<file path="config.mk">
export PLATFORM = sky130hd
export DESIGN_NAME = cwa_word_alu
export DESIGN_NICKNAME = d
export VERILOG_FILES = /design/src/core/cwa_bcd_digit.v /design/src/core/cwa_word_mem.v /design/src/core/cwa_word_alu.v
export VERILOG_INCLUDE_DIRS = /design/src /design/src/pkg
export SDC_FILE = /design/constraint.sdc
export NUM_CORES = 2
export LEC_CHECK = 0
export ABC_AREA = 1
export BUFFER_PORTS_ARGS = -buffer_cell sky130_fd_sc_hd__buf_2
export CAP_MARGIN = 25
export CORE_ASPECT_RATIO = 1.2
export CORE_MARGIN = 10
export CORE_UTILIZATION = 52
export CTS_CLUSTER_SIZE = 24
export DETAILED_ROUTE_END_ITERATION = 16
export MAX_ROUTING_LAYER = met4
export PLACE_DENSITY = 0.7
export SKIP_CTS_REPAIR_TIMING = 1
export SYNTH_ARGS = -nofsm -noshare
export SYNTH_HDL_FRONTEND = slang
export SYNTH_SLANG_ARGS = --single-unit
</file>
<file path="constraint.sdc">
create_clock -name I_CLK -period 106 [get_ports I_CLK]
set_clock_uncertainty 0.15 [all_clocks]
set_input_delay 10.6 -clock I_CLK [delete_from_list [all_inputs] [get_ports I_CLK]]
set_output_delay 10.6 -clock I_CLK [all_outputs]
set_load 0.03 [all_outputs]
</file>
<file path="src/pkg/cwa_defines.vh">
// Summary of operation
// [RQ1] code 12: count up on increment rising edge, down on decrement edge.
// [RQ2] code 13: target bit ON for one scan after input goes OFF to ON.
// [RQ3] code 14: target bit ON for one scan after input goes ON to OFF.
// [RQ4] code 16: shift words start..end up one place, zero the start word.
// [RQ5] code 20: compare two words, report only via above, match, below flags.
// [RQ6] code 21: copy source word or constant unchanged to destination.
// [RQ7] code 22: copy bitwise inverted source to destination.
// [RQ8] code 23: convert four-digit BCD word to 16-bit binary result.
// [RQ9] code 24: convert binary word to BCD result.
// [RQ10] codes 25, 26: shift word left or right one bit through carry.
// [RQ11] codes 27, 28: rotate word left or right one bit through carry.
// [RQ12] code 29: invert every bit of the addressed word.
// [RQ13] code 30: BCD add two words plus carry into result word.
// [RQ14] code 31: BCD subtract word and carry from another word.
// [RQ15] code 32: BCD multiply two words into two result words.
// [RQ16] code 33: BCD divide dividend by divisor into result words.
// [RQ17] code 34: result bit set where both input bits are ON.
// [RQ18] code 35: result bit set where either input bit is ON.
// [RQ19] code 36: result bit set where input bits differ.
// [RQ20] code 37: result bit set where input bits are equal.
// [RQ21] codes 38, 39: BCD increment or decrement a word, staying BCD.
// [RQ22] code 40 forces carry ON, code 41 forces it OFF, nothing else.
// [RQ23] codes 17 to 19 and unassigned codes do nothing.
`ifndef CWA_DEFINES_VH
`define CWA_DEFINES_VH
////////////////////////////////////////////////////////////////////////////
// register byte offsets
`define CWA_OFS_CMD     8'h00
`define CWA_OFS_OPA     8'h04
`define CWA_OFS_OPB     8'h08
`define CWA_OFS_RES     8'h0C
`define CWA_OFS_RESHI   8'h10
`define CWA_OFS_FLAGS   8'h14
`define CWA_OFS_COUNT   8'h18
`define CWA_OFS_MADDR   8'h1C
`define CWA_OFS_MDATA   8'h20
// flag register bit positions
`define CWA_FLG_CARRY   0
`define CWA_FLG_ABOVE   1
`define CWA_FLG_MATCH   2
`define CWA_FLG_BELOW   3
`define CWA_FLG_RISE    4
`define CWA_FLG_FALL    5
`define CWA_FLG_ERR     6
`define CWA_FLG_BUSY    8
// operand bit positions for edge inputs
`define CWA_IN_INC      0
`define CWA_IN_DEC      1
`define CWA_IN_SIG      0
// reset values
`define CWA_RST_WORD    16'h0000
`define CWA_RST_CODE    6'h00
// function codes
`define CWA_FN_COUNT    6'h0C
`define CWA_FN_RISE     6'h0D
`define CWA_FN_FALL     6'h0E
`define CWA_FN_WSHIFT   6'h10
`define CWA_FN_COMPARE  6'h14
`define CWA_FN_MOV      6'h15
`define CWA_FN_MOVINV   6'h16
`define CWA_FN_TOBIN    6'h17
`define CWA_FN_TOBCD    6'h18
`define CWA_FN_SHL      6'h19
`define CWA_FN_SHR      6'h1A
`define CWA_FN_ROL      6'h1B
`define CWA_FN_ROR      6'h1C
`define CWA_FN_INV      6'h1D
`define CWA_FN_ADD      6'h1E
`define CWA_FN_SUB      6'h1F
`define CWA_FN_MUL      6'h20
`define CWA_FN_DIV      6'h21
`define CWA_FN_AND      6'h22
`define CWA_FN_OR       6'h23
`define CWA_FN_XOR      6'h24
`define CWA_FN_XNOR     6'h25
`define CWA_FN_INC      6'h26
`define CWA_FN_DEC      6'h27
`define CWA_FN_SETC     6'h28
`define CWA_FN_CLRC     6'h29
// dabble step count, bcd conversion limit, divide scale factor
`define CWA_DAB_STEPS   6'h20
`define CWA_BCD_MAX     16'h270F
`define CWA_DIV_SCALE   32'h00002710
`endif

</file>
<file path="src/core/cwa_bcd_digit.v">
`timescale 1ns/1ps
`default_nettype none
// one decimal digit of the bcd adder
module cwa_bcd_digit (
  // operands
  input  wire [3:0] i_a,
  input  wire [3:0] i_b,
  input  wire       i_ci,
  // sum
  output wire [3:0] o_s,
  output wire       o_co
);
  wire [4:0] raw;
  wire [4:0] fix;
  // binary sum, then decimal adjust above nine
  assign raw  = {1'b0, i_a} + {1'b0, i_b} + {4'h0, i_ci};
  assign fix  = raw + 5'h06;
  assign o_co = (raw > 5'h09);
  assign o_s  = o_co ? fix[3:0] : raw[3:0];
endmodule // cwa_bcd_digit
`default_nettype wire

</file>
<file path="src/core/cwa_word_mem.v">
`timescale 1ns/1ps
`default_nettype none
// word store with registered read data
module cwa_word_mem #(
  parameter W  = 16,
  parameter AW = 4
) (
  // clock
  input  wire          i_clk,
  input  wire          i_rst,
  input  wire          i_en,
  // write port
  input  wire          i_we,
  input  wire [AW-1:0] i_waddr,
  input  wire [W-1:0]  i_wdata,
  // read port
  input  wire [AW-1:0] i_raddr,
  output reg  [W-1:0]  o_rdata
);
  reg [W-1:0] mem [0:(1<<AW)-1];
  // write and registered read
  always @(posedge i_clk) begin
    if (i_en) begin
      if (i_we) begin
        mem[i_waddr] <= i_wdata;
      end
    end
  end
  always @(posedge i_clk) begin
    if (i_rst) begin
      o_rdata <= {W{1'b0}};
    end else if (i_en) begin
      o_rdata <= mem[i_raddr];
    end
  end
endmodule // cwa_word_mem
`default_nettype wire

</file>
<file path="src/core/cwa_word_alu.v">
`timescale 1ns/1ps
`default_nettype none
`include "cwa_defines.vh"
module cwa_word_alu #(
  parameter AW = 4
) (
  // clock, reset, enable
  input  wire        I_CLK,
  input  wire        I_SYS_RST,
  input  wire        I_CLK_EN,
  // axi4-lite write
  input  wire [7:0]  I_AWADDR,
  input  wire        I_AWVALID,
  output wire        O_AWREADY,
  input  wire [31:0] I_WDATA,
  input  wire [3:0]  I_WSTRB,
  input  wire        I_WVALID,
  output wire        O_WREADY,
  output wire [1:0]  O_BRESP,
  output wire        O_BVALID,
  input  wire        I_BREADY,
  // axi4-lite read
  input  wire [7:0]  I_ARADDR,
  input  wire        I_ARVALID,
  output wire        O_ARREADY,
  output wire [31:0] O_RDATA,
  output wire [1:0]  O_RRESP,
  output wire        O_RVALID,
  input  wire        I_RREADY,
  // status
  output wire        O_BUSY
);
  localparam S_IDLE = 2'h0;
  localparam S_SHRD = 2'h1;
  localparam S_SHWR = 2'h2;
  localparam S_DAB  = 2'h3;
  localparam K_CONV = 2'h0;
  localparam K_MUL  = 2'h1;
  localparam K_DIV  = 2'h2;

  reg         awready_ff, wready_ff, bvalid_ff, aw_full_ff, w_full_ff;
  reg  [1:0]  bresp_ff;
  reg  [7:0]  awaddr_ff;
  reg  [31:0] wdata_ff;
  reg  [3:0]  wstrb_ff;
  reg         arready_ff, rvalid_ff;
  reg  [1:0]  rresp_ff;
  reg  [31:0] rdata_ff;
  reg  [15:0] opa_ff, opb_ff, res_ff, reshi_ff, count_ff;
  reg  [AW-1:0] maddr_ff;
  reg  [5:0]  code_ff;
  reg         launch_ff, busy_ff;
  reg         carry_ff, above_ff, match_ff, below_ff, rise_ff, fall_ff;
  reg         err_ff, inc_prev_ff, dec_prev_ff, rise_prev_ff, fall_prev_ff;
  reg  [1:0]  state_ff, kind_ff;
  reg  [AW-1:0] ptr_ff, start_ff;
  reg  [31:0] bin_ff, bcd_ff;
  reg  [5:0]  step_ff;
  wire [15:0] mem_rdata;

  ////////////////////////////////////////////////////////////////////////
  // helper functions
  function valid_bcd;
    input [15:0] v;
    begin
      valid_bcd = (v[3:0] < 4'hA) && (v[7:4] < 4'hA) &&
                  (v[11:8] < 4'hA) && (v[15:12] < 4'hA);
    end
  endfunction
  function [15:0] bcd_to_bin;
    input [15:0] v;
    begin
      bcd_to_bin = {12'h000, v[15:12]} * 16'h03E8 +
                   {12'h000, v[11:8]} * 16'h0064 +
                   {12'h000, v[7:4]} * 16'h000A + {12'h000, v[3:0]};
    end
  endfunction
  function [15:0] nines;
    input [15:0] v;
    begin
      nines = 16'h9999 - v;
    end
  endfunction
  function [31:0] dab_adjust;
    input [31:0] v;
    integer k;
    begin
      dab_adjust = v;
      for (k = 0; k < 8; k = k + 1) begin
        if (v[k*4 +: 4] > 4'h4) begin
          dab_adjust[k*4 +: 4] = v[k*4 +: 4] + 4'h3;
        end
      end
    end
  endfunction
  function [15:0] lane_merge;
    input [15:0] old;
    input [31:0] data;
    input [3:0]  strb;
    begin
      lane_merge = {strb[1] ? data[15:8] : old[15:8],
                    strb[0] ? data[7:0] : old[7:0]};
    end
  endfunction

  ////////////////////////////////////////////////////////////////////////
  // bcd adder chain shared by add, subtract, increment, decrement
  reg  [15:0] add_b;
  reg         add_ci;
  wire [4:0]  chain;
  wire [15:0] add_sum;
  always @* begin
    add_b  = opb_ff;
    add_ci = carry_ff;
    case (code_ff)
      `CWA_FN_SUB: begin
        add_b  = nines(opb_ff);
        add_ci = ~carry_ff;
      end
      `CWA_FN_INC: begin
        add_b  = 16'h0000;
        add_ci = 1'b1;
      end
      `CWA_FN_DEC: begin
        add_b  = 16'h9999;
        add_ci = 1'b0;
      end
      default: begin
        add_b  = opb_ff;
        add_ci = carry_ff;
      end
    endcase
  end
  assign chain[0] = add_ci;
  genvar g;
  generate
    for (g = 0; g < 4; g = g + 1) begin : g_dig
      cwa_bcd_digit u_dig (
        .i_a  (opa_ff[g*4 +: 4]),
        .i_b  (add_b[g*4 +: 4]),
        .i_ci (chain[g]),
        .o_s  (add_sum[g*4 +: 4]),
        .o_co (chain[g+1])
      );
    end
  endgenerate

  // binary products and quotients for the slow bcd ops
  wire [15:0] a_bin = bcd_to_bin(opa_ff);
  wire [15:0] b_bin = bcd_to_bin(opb_ff);
  wire [31:0] prod  = {16'h0000, a_bin} * {16'h0000, b_bin};
  wire        b_zero = (b_bin == 16'h0000);
  wire [15:0] quo   = b_zero ? 16'h0000 : a_bin / b_bin;
  wire [15:0] rem   = b_zero ? 16'h0000 : a_bin % b_bin;
  wire [31:0] qr    = {16'h0000, quo} * `CWA_DIV_SCALE + {16'h0000, rem};
  wire        ab_ok = valid_bcd(opa_ff) && valid_bcd(opb_ff);

  ////////////////////////////////////////////////////////////////////////
  // axi write channel handshake
  wire aw_take = I_AWVALID & awready_ff;
  wire w_take  = I_WVALID & wready_ff;
  wire aw_have = aw_full_ff | aw_take;
  wire w_have  = w_full_ff | w_take;
  wire commit  = aw_have & w_have & ~bvalid_ff;
  wire [7:0]  wa = aw_full_ff ? awaddr_ff : I_AWADDR;
  wire [31:0] wd = w_full_ff ? wdata_ff : I_WDATA;
  wire [3:0]  ws = w_full_ff ? wstrb_ff : I_WSTRB;
  wire nxt_aw_full = aw_have & ~commit;
  wire nxt_w_full  = w_have & ~commit;
  wire nxt_bvalid  = commit | (bvalid_ff & ~I_BREADY);
  wire idle_now    = (state_ff == S_IDLE) & ~launch_ff;
  wire wa_map = (wa == `CWA_OFS_CMD) || (wa == `CWA_OFS_OPA) ||
                (wa == `CWA_OFS_OPB) || (wa == `CWA_OFS_RES) ||
                (wa == `CWA_OFS_RESHI) || (wa == `CWA_OFS_FLAGS) ||
                (wa == `CWA_OFS_COUNT) || (wa == `CWA_OFS_MADDR) ||
                (wa == `CWA_OFS_MDATA);
  wire wr_cmd  = commit & (wa == `CWA_OFS_CMD) & ws[0] & idle_now;
  wire wr_mem  = commit & (wa == `CWA_OFS_MDATA) & idle_now;
  always @(posedge I_CLK) begin
    if (I_SYS_RST) begin
      awready_ff <= 1'b1;
      wready_ff  <= 1'b1;
      aw_full_ff <= 1'b0;
      w_full_ff  <= 1'b0;
      bvalid_ff  <= 1'b0;
      bresp_ff   <= 2'h0;
      awaddr_ff  <= 8'h00;
      wdata_ff   <= 32'h00000000;
      wstrb_ff   <= 4'h0;
    end else if (I_CLK_EN) begin
      aw_full_ff <= nxt_aw_full;
      w_full_ff  <= nxt_w_full;
      bvalid_ff  <= nxt_bvalid;
      awready_ff <= ~nxt_aw_full & ~nxt_bvalid;
      wready_ff  <= ~nxt_w_full & ~nxt_bvalid;
      if (aw_take) begin
        awaddr_ff <= I_AWADDR;
      end
      if (w_take) begin
        wdata_ff <= I_WDATA;
        wstrb_ff <= I_WSTRB;
      end
      if (commit) begin
        bresp_ff <= wa_map ? 2'h0 : 2'h2; // slverr on unmapped
      end
    end
  end

  ////////////////////////////////////////////////////////////////////////
  // axi read channel
  reg [31:0] rmux;
  reg        rmap;
  always @* begin
    rmap = 1'b1;
    case (I_ARADDR)
      `CWA_OFS_CMD:   rmux = {26'h0, code_ff};
      `CWA_OFS_OPA:   rmux = {16'h0000, opa_ff};
      `CWA_OFS_OPB:   rmux = {16'h0000, opb_ff};
      `CWA_OFS_RES:   rmux = {16'h0000, res_ff};
      `CWA_OFS_RESHI: rmux = {16'h0000, reshi_ff};
      `CWA_OFS_FLAGS: rmux = {23'h0, busy_ff, 1'b0, err_ff, fall_ff,
                              rise_ff, below_ff, match_ff, above_ff,
                              carry_ff};
      `CWA_OFS_COUNT: rmux = {16'h0000, count_ff};
      `CWA_OFS_MADDR: rmux = {{(32-AW){1'b0}}, maddr_ff};
      `CWA_OFS_MDATA: rmux = {16'h0000, mem_rdata};
      default: begin
        rmux = 32'h00000000;
        rmap = 1'b0;
      end
    endcase
  end
  always @(posedge I_CLK) begin
    if (I_SYS_RST) begin
      arready_ff <= 1'b1;
      rvalid_ff  <= 1'b0;
      rresp_ff   <= 2'h0;
      rdata_ff   <= 32'h00000000;
    end else if (I_CLK_EN) begin
      if (I_ARVALID & arready_ff) begin
        arready_ff <= 1'b0;
        rvalid_ff  <= 1'b1;
        rdata_ff   <= rmux;
        rresp_ff   <= rmap ? 2'h0 : 2'h2;
      end else if (rvalid_ff & I_RREADY) begin
        rvalid_ff  <= 1'b0;
        arready_ff <= 1'b1;
      end
    end
  end

  ////////////////////////////////////////////////////////////////////////
  // word store, shared by software and the word shift sequence
  wire          shift_zero = (state_ff == S_SHRD) & (ptr_ff == start_ff);
  wire          mem_we = wr_mem | shift_zero | (state_ff == S_SHWR);
  wire [AW-1:0] mem_wa = wr_mem ? maddr_ff : ptr_ff;
  wire [15:0]   mem_wd = wr_mem ? wd[15:0] :
                         (shift_zero ? `CWA_RST_WORD : mem_rdata);
  wire [AW-1:0] mem_ra = (state_ff == S_SHRD) ? ptr_ff - 1'b1 : maddr_ff;
  cwa_word_mem #(
    .W  (16),
    .AW (AW)
  ) u_mem (
    .i_clk   (I_CLK),
    .i_rst   (I_SYS_RST),
    .i_en    (I_CLK_EN),
    .i_we    (mem_we),
    .i_waddr (mem_wa),
    .i_wdata (mem_wd),
    .i_raddr (mem_ra),
    .o_rdata (mem_rdata)
  );

  ////////////////////////////////////////////////////////////////////////
  // instruction execution and sequencing
  wire inc_edge = opa_ff[`CWA_IN_INC] & ~inc_prev_ff;
  wire dec_edge = opa_ff[`CWA_IN_DEC] & ~dec_prev_ff;
  wire [31:0] dab_v = dab_adjust(bcd_ff);
  always @(posedge I_CLK) begin
    if (I_SYS_RST) begin
      opa_ff <= `CWA_RST_WORD;  opb_ff <= `CWA_RST_WORD;
      res_ff <= `CWA_RST_WORD;  reshi_ff <= `CWA_RST_WORD;
      count_ff <= `CWA_RST_WORD;
      maddr_ff <= {AW{1'b0}};
      code_ff <= `CWA_RST_CODE;
      launch_ff <= 1'b0;  busy_ff <= 1'b0;
      carry_ff <= 1'b0;  above_ff <= 1'b0;  match_ff <= 1'b0;
      below_ff <= 1'b0;  rise_ff <= 1'b0;   fall_ff <= 1'b0;
      err_ff <= 1'b0;
      inc_prev_ff <= 1'b0;  dec_prev_ff <= 1'b0;
      rise_prev_ff <= 1'b0; fall_prev_ff <= 1'b0;
      state_ff <= S_IDLE;  kind_ff <= K_CONV;
      ptr_ff <= {AW{1'b0}};  start_ff <= {AW{1'b0}};
      bin_ff <= 32'h00000000;  bcd_ff <= 32'h00000000;
      step_ff <= 6'h00;
    end else if (I_CLK_EN) begin
      busy_ff   <= wr_cmd | launch_ff | (state_ff != S_IDLE);
      launch_ff <= wr_cmd;
      // software register writes
      if (commit & (wa == `CWA_OFS_CMD) & idle_now)
        code_ff <= ws[0] ? wd[5:0] : code_ff;
      if (commit & (wa == `CWA_OFS_OPA))
        opa_ff <= lane_merge(opa_ff, wd, ws);
      if (commit & (wa == `CWA_OFS_OPB))
        opb_ff <= lane_merge(opb_ff, wd, ws);
      if (commit & (wa == `CWA_OFS_COUNT))
        count_ff <= lane_merge(count_ff, wd, ws);
      if (commit & (wa == `CWA_OFS_MADDR) & ws[0])
        maddr_ff <= wd[AW-1:0];
      if (commit & (wa == `CWA_OFS_FLAGS) & ws[0] & idle_now)
        carry_ff <= wd[`CWA_FLG_CARRY];
      case (state_ff)
        S_IDLE: begin
          if (launch_ff) begin
            err_ff <= 1'b0;
            case (code_ff)
              // edge counting
              `CWA_FN_COUNT: begin
                // [RQ1] edge up/down count
                count_ff <= count_ff + {15'h0000, inc_edge}
                            - {15'h0000, dec_edge};
                inc_prev_ff <= opa_ff[`CWA_IN_INC];
                dec_prev_ff <= opa_ff[`CWA_IN_DEC];
              end
              `CWA_FN_RISE: begin
                // [RQ2] rising edge pulse
                rise_ff <= opa_ff[`CWA_IN_SIG] & ~rise_prev_ff;
                rise_prev_ff <= opa_ff[`CWA_IN_SIG];
              end
              `CWA_FN_FALL: begin
                // [RQ3] falling edge pulse
                fall_ff <= ~opa_ff[`CWA_IN_SIG] & fall_prev_ff;
                fall_prev_ff <= opa_ff[`CWA_IN_SIG];
              end
              `CWA_FN_WSHIFT: begin
                // [RQ4] start word range shift
                if (opa_ff[AW-1:0] > opb_ff[AW-1:0]) begin
                  err_ff <= 1'b1;
                end else begin
                  start_ff <= opa_ff[AW-1:0];
                  ptr_ff   <= opb_ff[AW-1:0];
                  state_ff <= S_SHRD;
                end
              end
              `CWA_FN_COMPARE: begin
                // [RQ5] flags only, result untouched
                above_ff <= (opa_ff > opb_ff);
                match_ff <= (opa_ff == opb_ff);
                below_ff <= (opa_ff < opb_ff);
              end
              // [RQ6] plain copy
              `CWA_FN_MOV:    res_ff <= opa_ff;
              // [RQ7] inverted copy
              `CWA_FN_MOVINV: res_ff <= ~opa_ff;
              `CWA_FN_TOBIN: begin
                // [RQ8] bcd to binary
                if (valid_bcd(opa_ff)) res_ff <= a_bin;
                else err_ff <= 1'b1;
              end
              `CWA_FN_TOBCD: begin
                // [RQ9] binary to bcd via dabble
                if (opa_ff > `CWA_BCD_MAX) begin
                  err_ff <= 1'b1;
                end else begin
                  bin_ff <= {16'h0000, opa_ff};
                  kind_ff <= K_CONV;
                  state_ff <= S_DAB;
                end
              end
              // [RQ10] shift through carry
              `CWA_FN_SHL: begin
                res_ff <= {opa_ff[14:0], 1'b0};
                carry_ff <= opa_ff[15];
              end
              `CWA_FN_SHR: begin
                res_ff <= {1'b0, opa_ff[15:1]};
                carry_ff <= opa_ff[0];
              end
              // [RQ11] rotate through carry
              `CWA_FN_ROL: begin
                res_ff <= {opa_ff[14:0], carry_ff};
                carry_ff <= opa_ff[15];
              end
              `CWA_FN_ROR: begin
                res_ff <= {carry_ff, opa_ff[15:1]};
                carry_ff <= opa_ff[0];
              end
              // [RQ12] complement word
              `CWA_FN_INV:  res_ff <= ~opa_ff;
              `CWA_FN_ADD, `CWA_FN_SUB: begin
                // [RQ13] [RQ14] bcd add or subtract with carry
                if (ab_ok) begin
                  res_ff <= add_sum;
                  carry_ff <= (code_ff == `CWA_FN_ADD) ? chain[4]
                                                        : ~chain[4];
                end else begin
                  err_ff <= 1'b1;
                end
              end
              `CWA_FN_MUL: begin
                // [RQ15] product to two words
                if (ab_ok) begin
                  bin_ff <= prod;
                  kind_ff <= K_MUL;
                  state_ff <= S_DAB;
                end else begin
                  err_ff <= 1'b1;
                end
              end
              `CWA_FN_DIV: begin
                // [RQ16] quotient and remainder
                if (ab_ok & ~b_zero) begin
                  bin_ff <= qr;
                  kind_ff <= K_DIV;
                  state_ff <= S_DAB;
                end else begin
                  err_ff <= 1'b1;
                end
              end
              // [RQ17] bitwise and
              `CWA_FN_AND:  res_ff <= opa_ff & opb_ff;
              // [RQ18] bitwise or
              `CWA_FN_OR:   res_ff <= opa_ff | opb_ff;
              // [RQ19] bitwise difference
              `CWA_FN_XOR:  res_ff <= opa_ff ^ opb_ff;
              // [RQ20] bitwise sameness
              `CWA_FN_XNOR: res_ff <= ~(opa_ff ^ opb_ff);
              `CWA_FN_INC, `CWA_FN_DEC: begin
                // [RQ21] bcd step, carry kept
                if (valid_bcd(opa_ff)) res_ff <= add_sum;
                else err_ff <= 1'b1;
              end
              // [RQ22] carry force
              `CWA_FN_SETC: carry_ff <= 1'b1;
              `CWA_FN_CLRC: carry_ff <= 1'b0;
              // [RQ23] unassigned codes idle
              default: err_ff <= 1'b0;
            endcase
            bcd_ff  <= 32'h00000000;
            step_ff <= `CWA_DAB_STEPS;
          end
        end
        S_SHRD: begin
          // [RQ4] zero the start word when reached
          if (ptr_ff == start_ff) state_ff <= S_IDLE;
          else state_ff <= S_SHWR;
        end
        S_SHWR: begin
          ptr_ff   <= ptr_ff - 1'b1;
          state_ff <= S_SHRD;
        end
        S_DAB: begin
          bcd_ff  <= {dab_v[30:0], bin_ff[31]};
          bin_ff  <= {bin_ff[30:0], 1'b0};
          step_ff <= step_ff - 6'h01;
          if (step_ff == 6'h01) begin
            state_ff <= S_IDLE;
            case (kind_ff)
              K_MUL: begin
                res_ff   <= {dab_v[14:0], bin_ff[31]};
                reshi_ff <= dab_v[30:15];
              end
              K_DIV: begin
                res_ff   <= dab_v[30:15];
                reshi_ff <= {dab_v[14:0], bin_ff[31]};
              end
              default: res_ff <= {dab_v[14:0], bin_ff[31]};
            endcase
          end
        end
        default: state_ff <= S_IDLE;
      endcase
    end
  end

  ////////////////////////////////////////////////////////////////////////
  // outputs straight from flops
  assign O_AWREADY = awready_ff;
  assign O_WREADY  = wready_ff;
  assign O_BVALID  = bvalid_ff;
  assign O_BRESP   = bresp_ff;
  assign O_ARREADY = arready_ff;
  assign O_RVALID  = rvalid_ff;
  assign O_RRESP   = rresp_ff;
  assign O_RDATA   = rdata_ff;
  assign O_BUSY    = busy_ff;
endmodule // cwa_word_alu
`default_nettype wire

</file>
==> results.py <==
metrics = {
    "floorplan": {
        "start_util": 0.5259,
        "rows": 121,
        "die_area_um2": 104800,
        "pin_count": 102,
        "die_h_um": 352.6,
        "die-width_um": 297.2,
        "core_area_um2": 91140,
    },
    "logic_synthesis": {
        "yosysTopAreaCellShare": 0.1604,
        "synth_top_area_cell": "edfxtp_1",
        "synthXorXnorAreaFrac": 0.02832,
        "yosys.area_share.adder": 0.2452,
        "synth_edf_count": 256,
        "async_reset_ff_frac": 0,
        "syn_area_per_cell_um2": 7.727,
        "synth.top_cells.by_count": "inv_1, nand2_1, nor2_1",
        "yosysSeqAreaShare": 0.2656,
        "synthesis.area_um2": 47930,
        "ys_ff_latch": 508,
        "synth_top_family_by_area": "adder cells",
        "synth.most_common_cell": "inv_1",
        "synth-compound-area-share": 0.1805,
        "synthFlopType": "edfxtp_1",
        "muxShareOfSynthArea": 0,
        "synth_area_leaders": "edfxtp_1, ha_1, dfxtp_1",
        "synthSimpleGateAreaFrac": 0.1761,
        "syn_inst": 6203,
        "ys_types": 75,
        "ys_warn_count": 0,
    },
    "clock_tree": {
        "clkTransAtPathRegs_ps": 60,
        "cts_sinks": 508,
        "cts_root_buf": "clkbuf_16",
        "cts_buffers": 52,
        "cts_max_level": 2,
        "cts_buffer_depth": 3,
        "cts_tree": "built",
        "clock_latency_ps": 630,
    },
    "global_routing": {
        "grt_pass1_vias": 41160,
        "grt.overflow.total": 0,
        "grt_use_total": 0.2842,
        "grt_max_degree": 97,
        "antenna_found_initial": 3,
        "grt_pass1_wl_um": 231700,
    },
    "setup_path": {
        "critical_path_required_ps": 106400,
        "critPathMaxStageDelay_ps": 850,
        "end_kind": "flip-flop",
        "crit_type": "flip-flop to flip-flop",
        "crit_path_max_fanout": 23,
        "cp_num_buf_inv": 42,
        "start_kind": "flip-flop",
        "crit_family": "compound AO/OA/AOI/OAI gates",
        "cpMostUsedCell": "nand2_1",
        "crit_arrival_ps": 44490,
        "crit_slowest_cell": "dfxtp_1",
    },
    "sta": {
        "setup_viol": 0,
        "relSlewSlack": 0.2335,
        "rsz0062_at_grt": "false",
        "final-max-slew-violation-count": 0,
        "hold_viol_final": 0,
        "max_freq_ghz": 0.02268,
        "post-route-min-period_ps": 44090,
        "min_period_over_period": 0.4160,
        "totalNegativeSetupSlack_ps": 0,
        "worst_pin_slew_ps": 1138,
    },
    "placement": {
        "numPortBuffers": 65,
        "place_congestion": 0.9922,
        "dp_hpwl_um": 111200,
    },
    "drt": {
        "wl_per_cell_um": 19.90,
        "drc_errors": 0,
        "via_per_inst": 5.726,
        "vias": 42840,
        "firstDrtPassIters": 6,
        "drt_wl_total_um": 148800,
        "drtIter0Drc": 3769,
        "antenna_left": 0,
    },
    "outcome": {
        "status": "finished, final reports clean",
    },
    "finish": {
        "drive_gt1_frac": 0.07378,
        "syn_to_final_growth_pct": 7.338,
        "nets": 7057,
        "fill_cells": 8588,
    },
    "worst_hold_path": {
        "min-delay-path-class": "flip-flop to flip-flop",
    },
    "flow_run": {
        "drv_cap": 0,
    },
}
-- layout by cell type (no fill, tap or decap), drive strengths merged, types with 3 or more instances in the layout --
cell,instances
a2111oi,5
o211ai,83
clkinv,33
clkbuf,74
nand4,37
o221ai,52
a221oi,24
a21oi,470
buf,155
a21o,23
o311ai,6
dfxtp,252
conb,24
fa,247
o2111ai,17
o21bai,31
nand2,990
o21a,4
o21ai,561
nand3,231
edfxtp,256
nand3b,11
clkinvlp,3
o22ai,92
nor4,12
a31oi,37
ha,544
a211oi,28
a311oi,3
inv,1045
diode,3
or2,44
nor3,50
a22oi,9
xor2,92
xnor2,60
and2,4
nor2,608
o31ai,13
-- registers in the layout, summed over array words and instances, names as in the netlist, 2 cells and up --
name and cells:
opb_ff 16, u_mem.o_rdata 16, O_RDATA 16, step_ff 6
ptr_ff 4, state_ff 2, bin_ff 32, count_ff 16
kind_ff 2, wstrb_ff 2, bcd_ff 32, awaddr_ff 8
reshi_ff 16, start_ff 4, code_ff 6, res_ff 16
wdata_ff 16, maddr_ff 4, u_mem.mem 256, opa_ff 16
-- cells by family (layout without fill, tap and decap cells) --
group,count (synthesis),in the layout
AND/OR/NAND/NOR,1989,1989
AO/OA/AOI/OAI,1471,1471
buffers and inverters,1290,1313
adder cells (fa/ha/maj),791,791
flip-flops,508,508
XOR/XNOR,152,152
other,2,27
-- final timing paths --
check / from / to / slack (ps) / cells past startpoint
worst max-delay path: opa_ff[12] / bin_ff[29] / 61910 / 279
worst min-delay path: wdata_ff[10] / wdata_ff[10] / 310 / 2
worst max register to register: opa_ff[12] / bin_ff[29] / 61910 / 279
worst min register to register: wdata_ff[10] / wdata_ff[10] / 310 / 2
-- cell type report --
| class | instances | area [um2] | area share |
|---|---|---|---|
| Multi-Input combinational cell | 4427 | 30360 | 0.5901 |
| Sequential cell | 508 | 12730 | 0.2475 |
| Inverter | 1061 | 3993 | 0.07760 |
| Tap cell | 1230 | 1539 | 0.02991 |
| Clock buffer | 74 | 1525 | 0.02964 |
| Timing Repair Buffer | 156 | 1062 | 0.02065 |
| Clock inverter | 22 | 230.2 | 0.004475 |
| Antenna cell | 3 | 7.507 | 0.0001459 |
-- metal layers --
layer | vias to the layer above | global-route usage | routed length, um
met3 | 378 | 0.03404 | 10330
met1 | 20210 | 0.3425 | 59380
li1 | 20600 | - | -
met5 | - | - | 0
met4 | 0 | 0.1604 | 9717
met2 | 1649 | 0.4586 | 69420
-- worst register-to-register path: cells and delay by family (launching register included) --
kind / cells / cell delay (ps)
adders and majority gates: 26 / 8840
buffers and inverters: 42 / 4840
and+or+nand+nor: 123 / 13580
xor gates and xnor gates: 2 / 370
AOI/OAI and AO/OA: 86 / 15460
DFF: 1 / 850
-- per-stage QoR --
stage / hold slack, ps / std cells / setup WS (ps) / area, um2 / utilization
floorplan: 273.7 / 6225 / 70630 / 48020 / -
global placement: 285.2 / 7371 / 62930 / 49550 / 0.5437
detailed placement: 296.9 / 7377 / 62150 / 49630 / 0.5445
CTS: 306.7 / 7473 / 61980 / 51390 / 0.5638
global route: 320.5 / 7481 / 56850 / 51450 / 0.5645
finish: 305.4 / 7481 / 61910 / 51450 / 0.5645
Power is not shown: default switching activity piles up to over one toggle a cycle in this logic, so the estimate is an artifact.
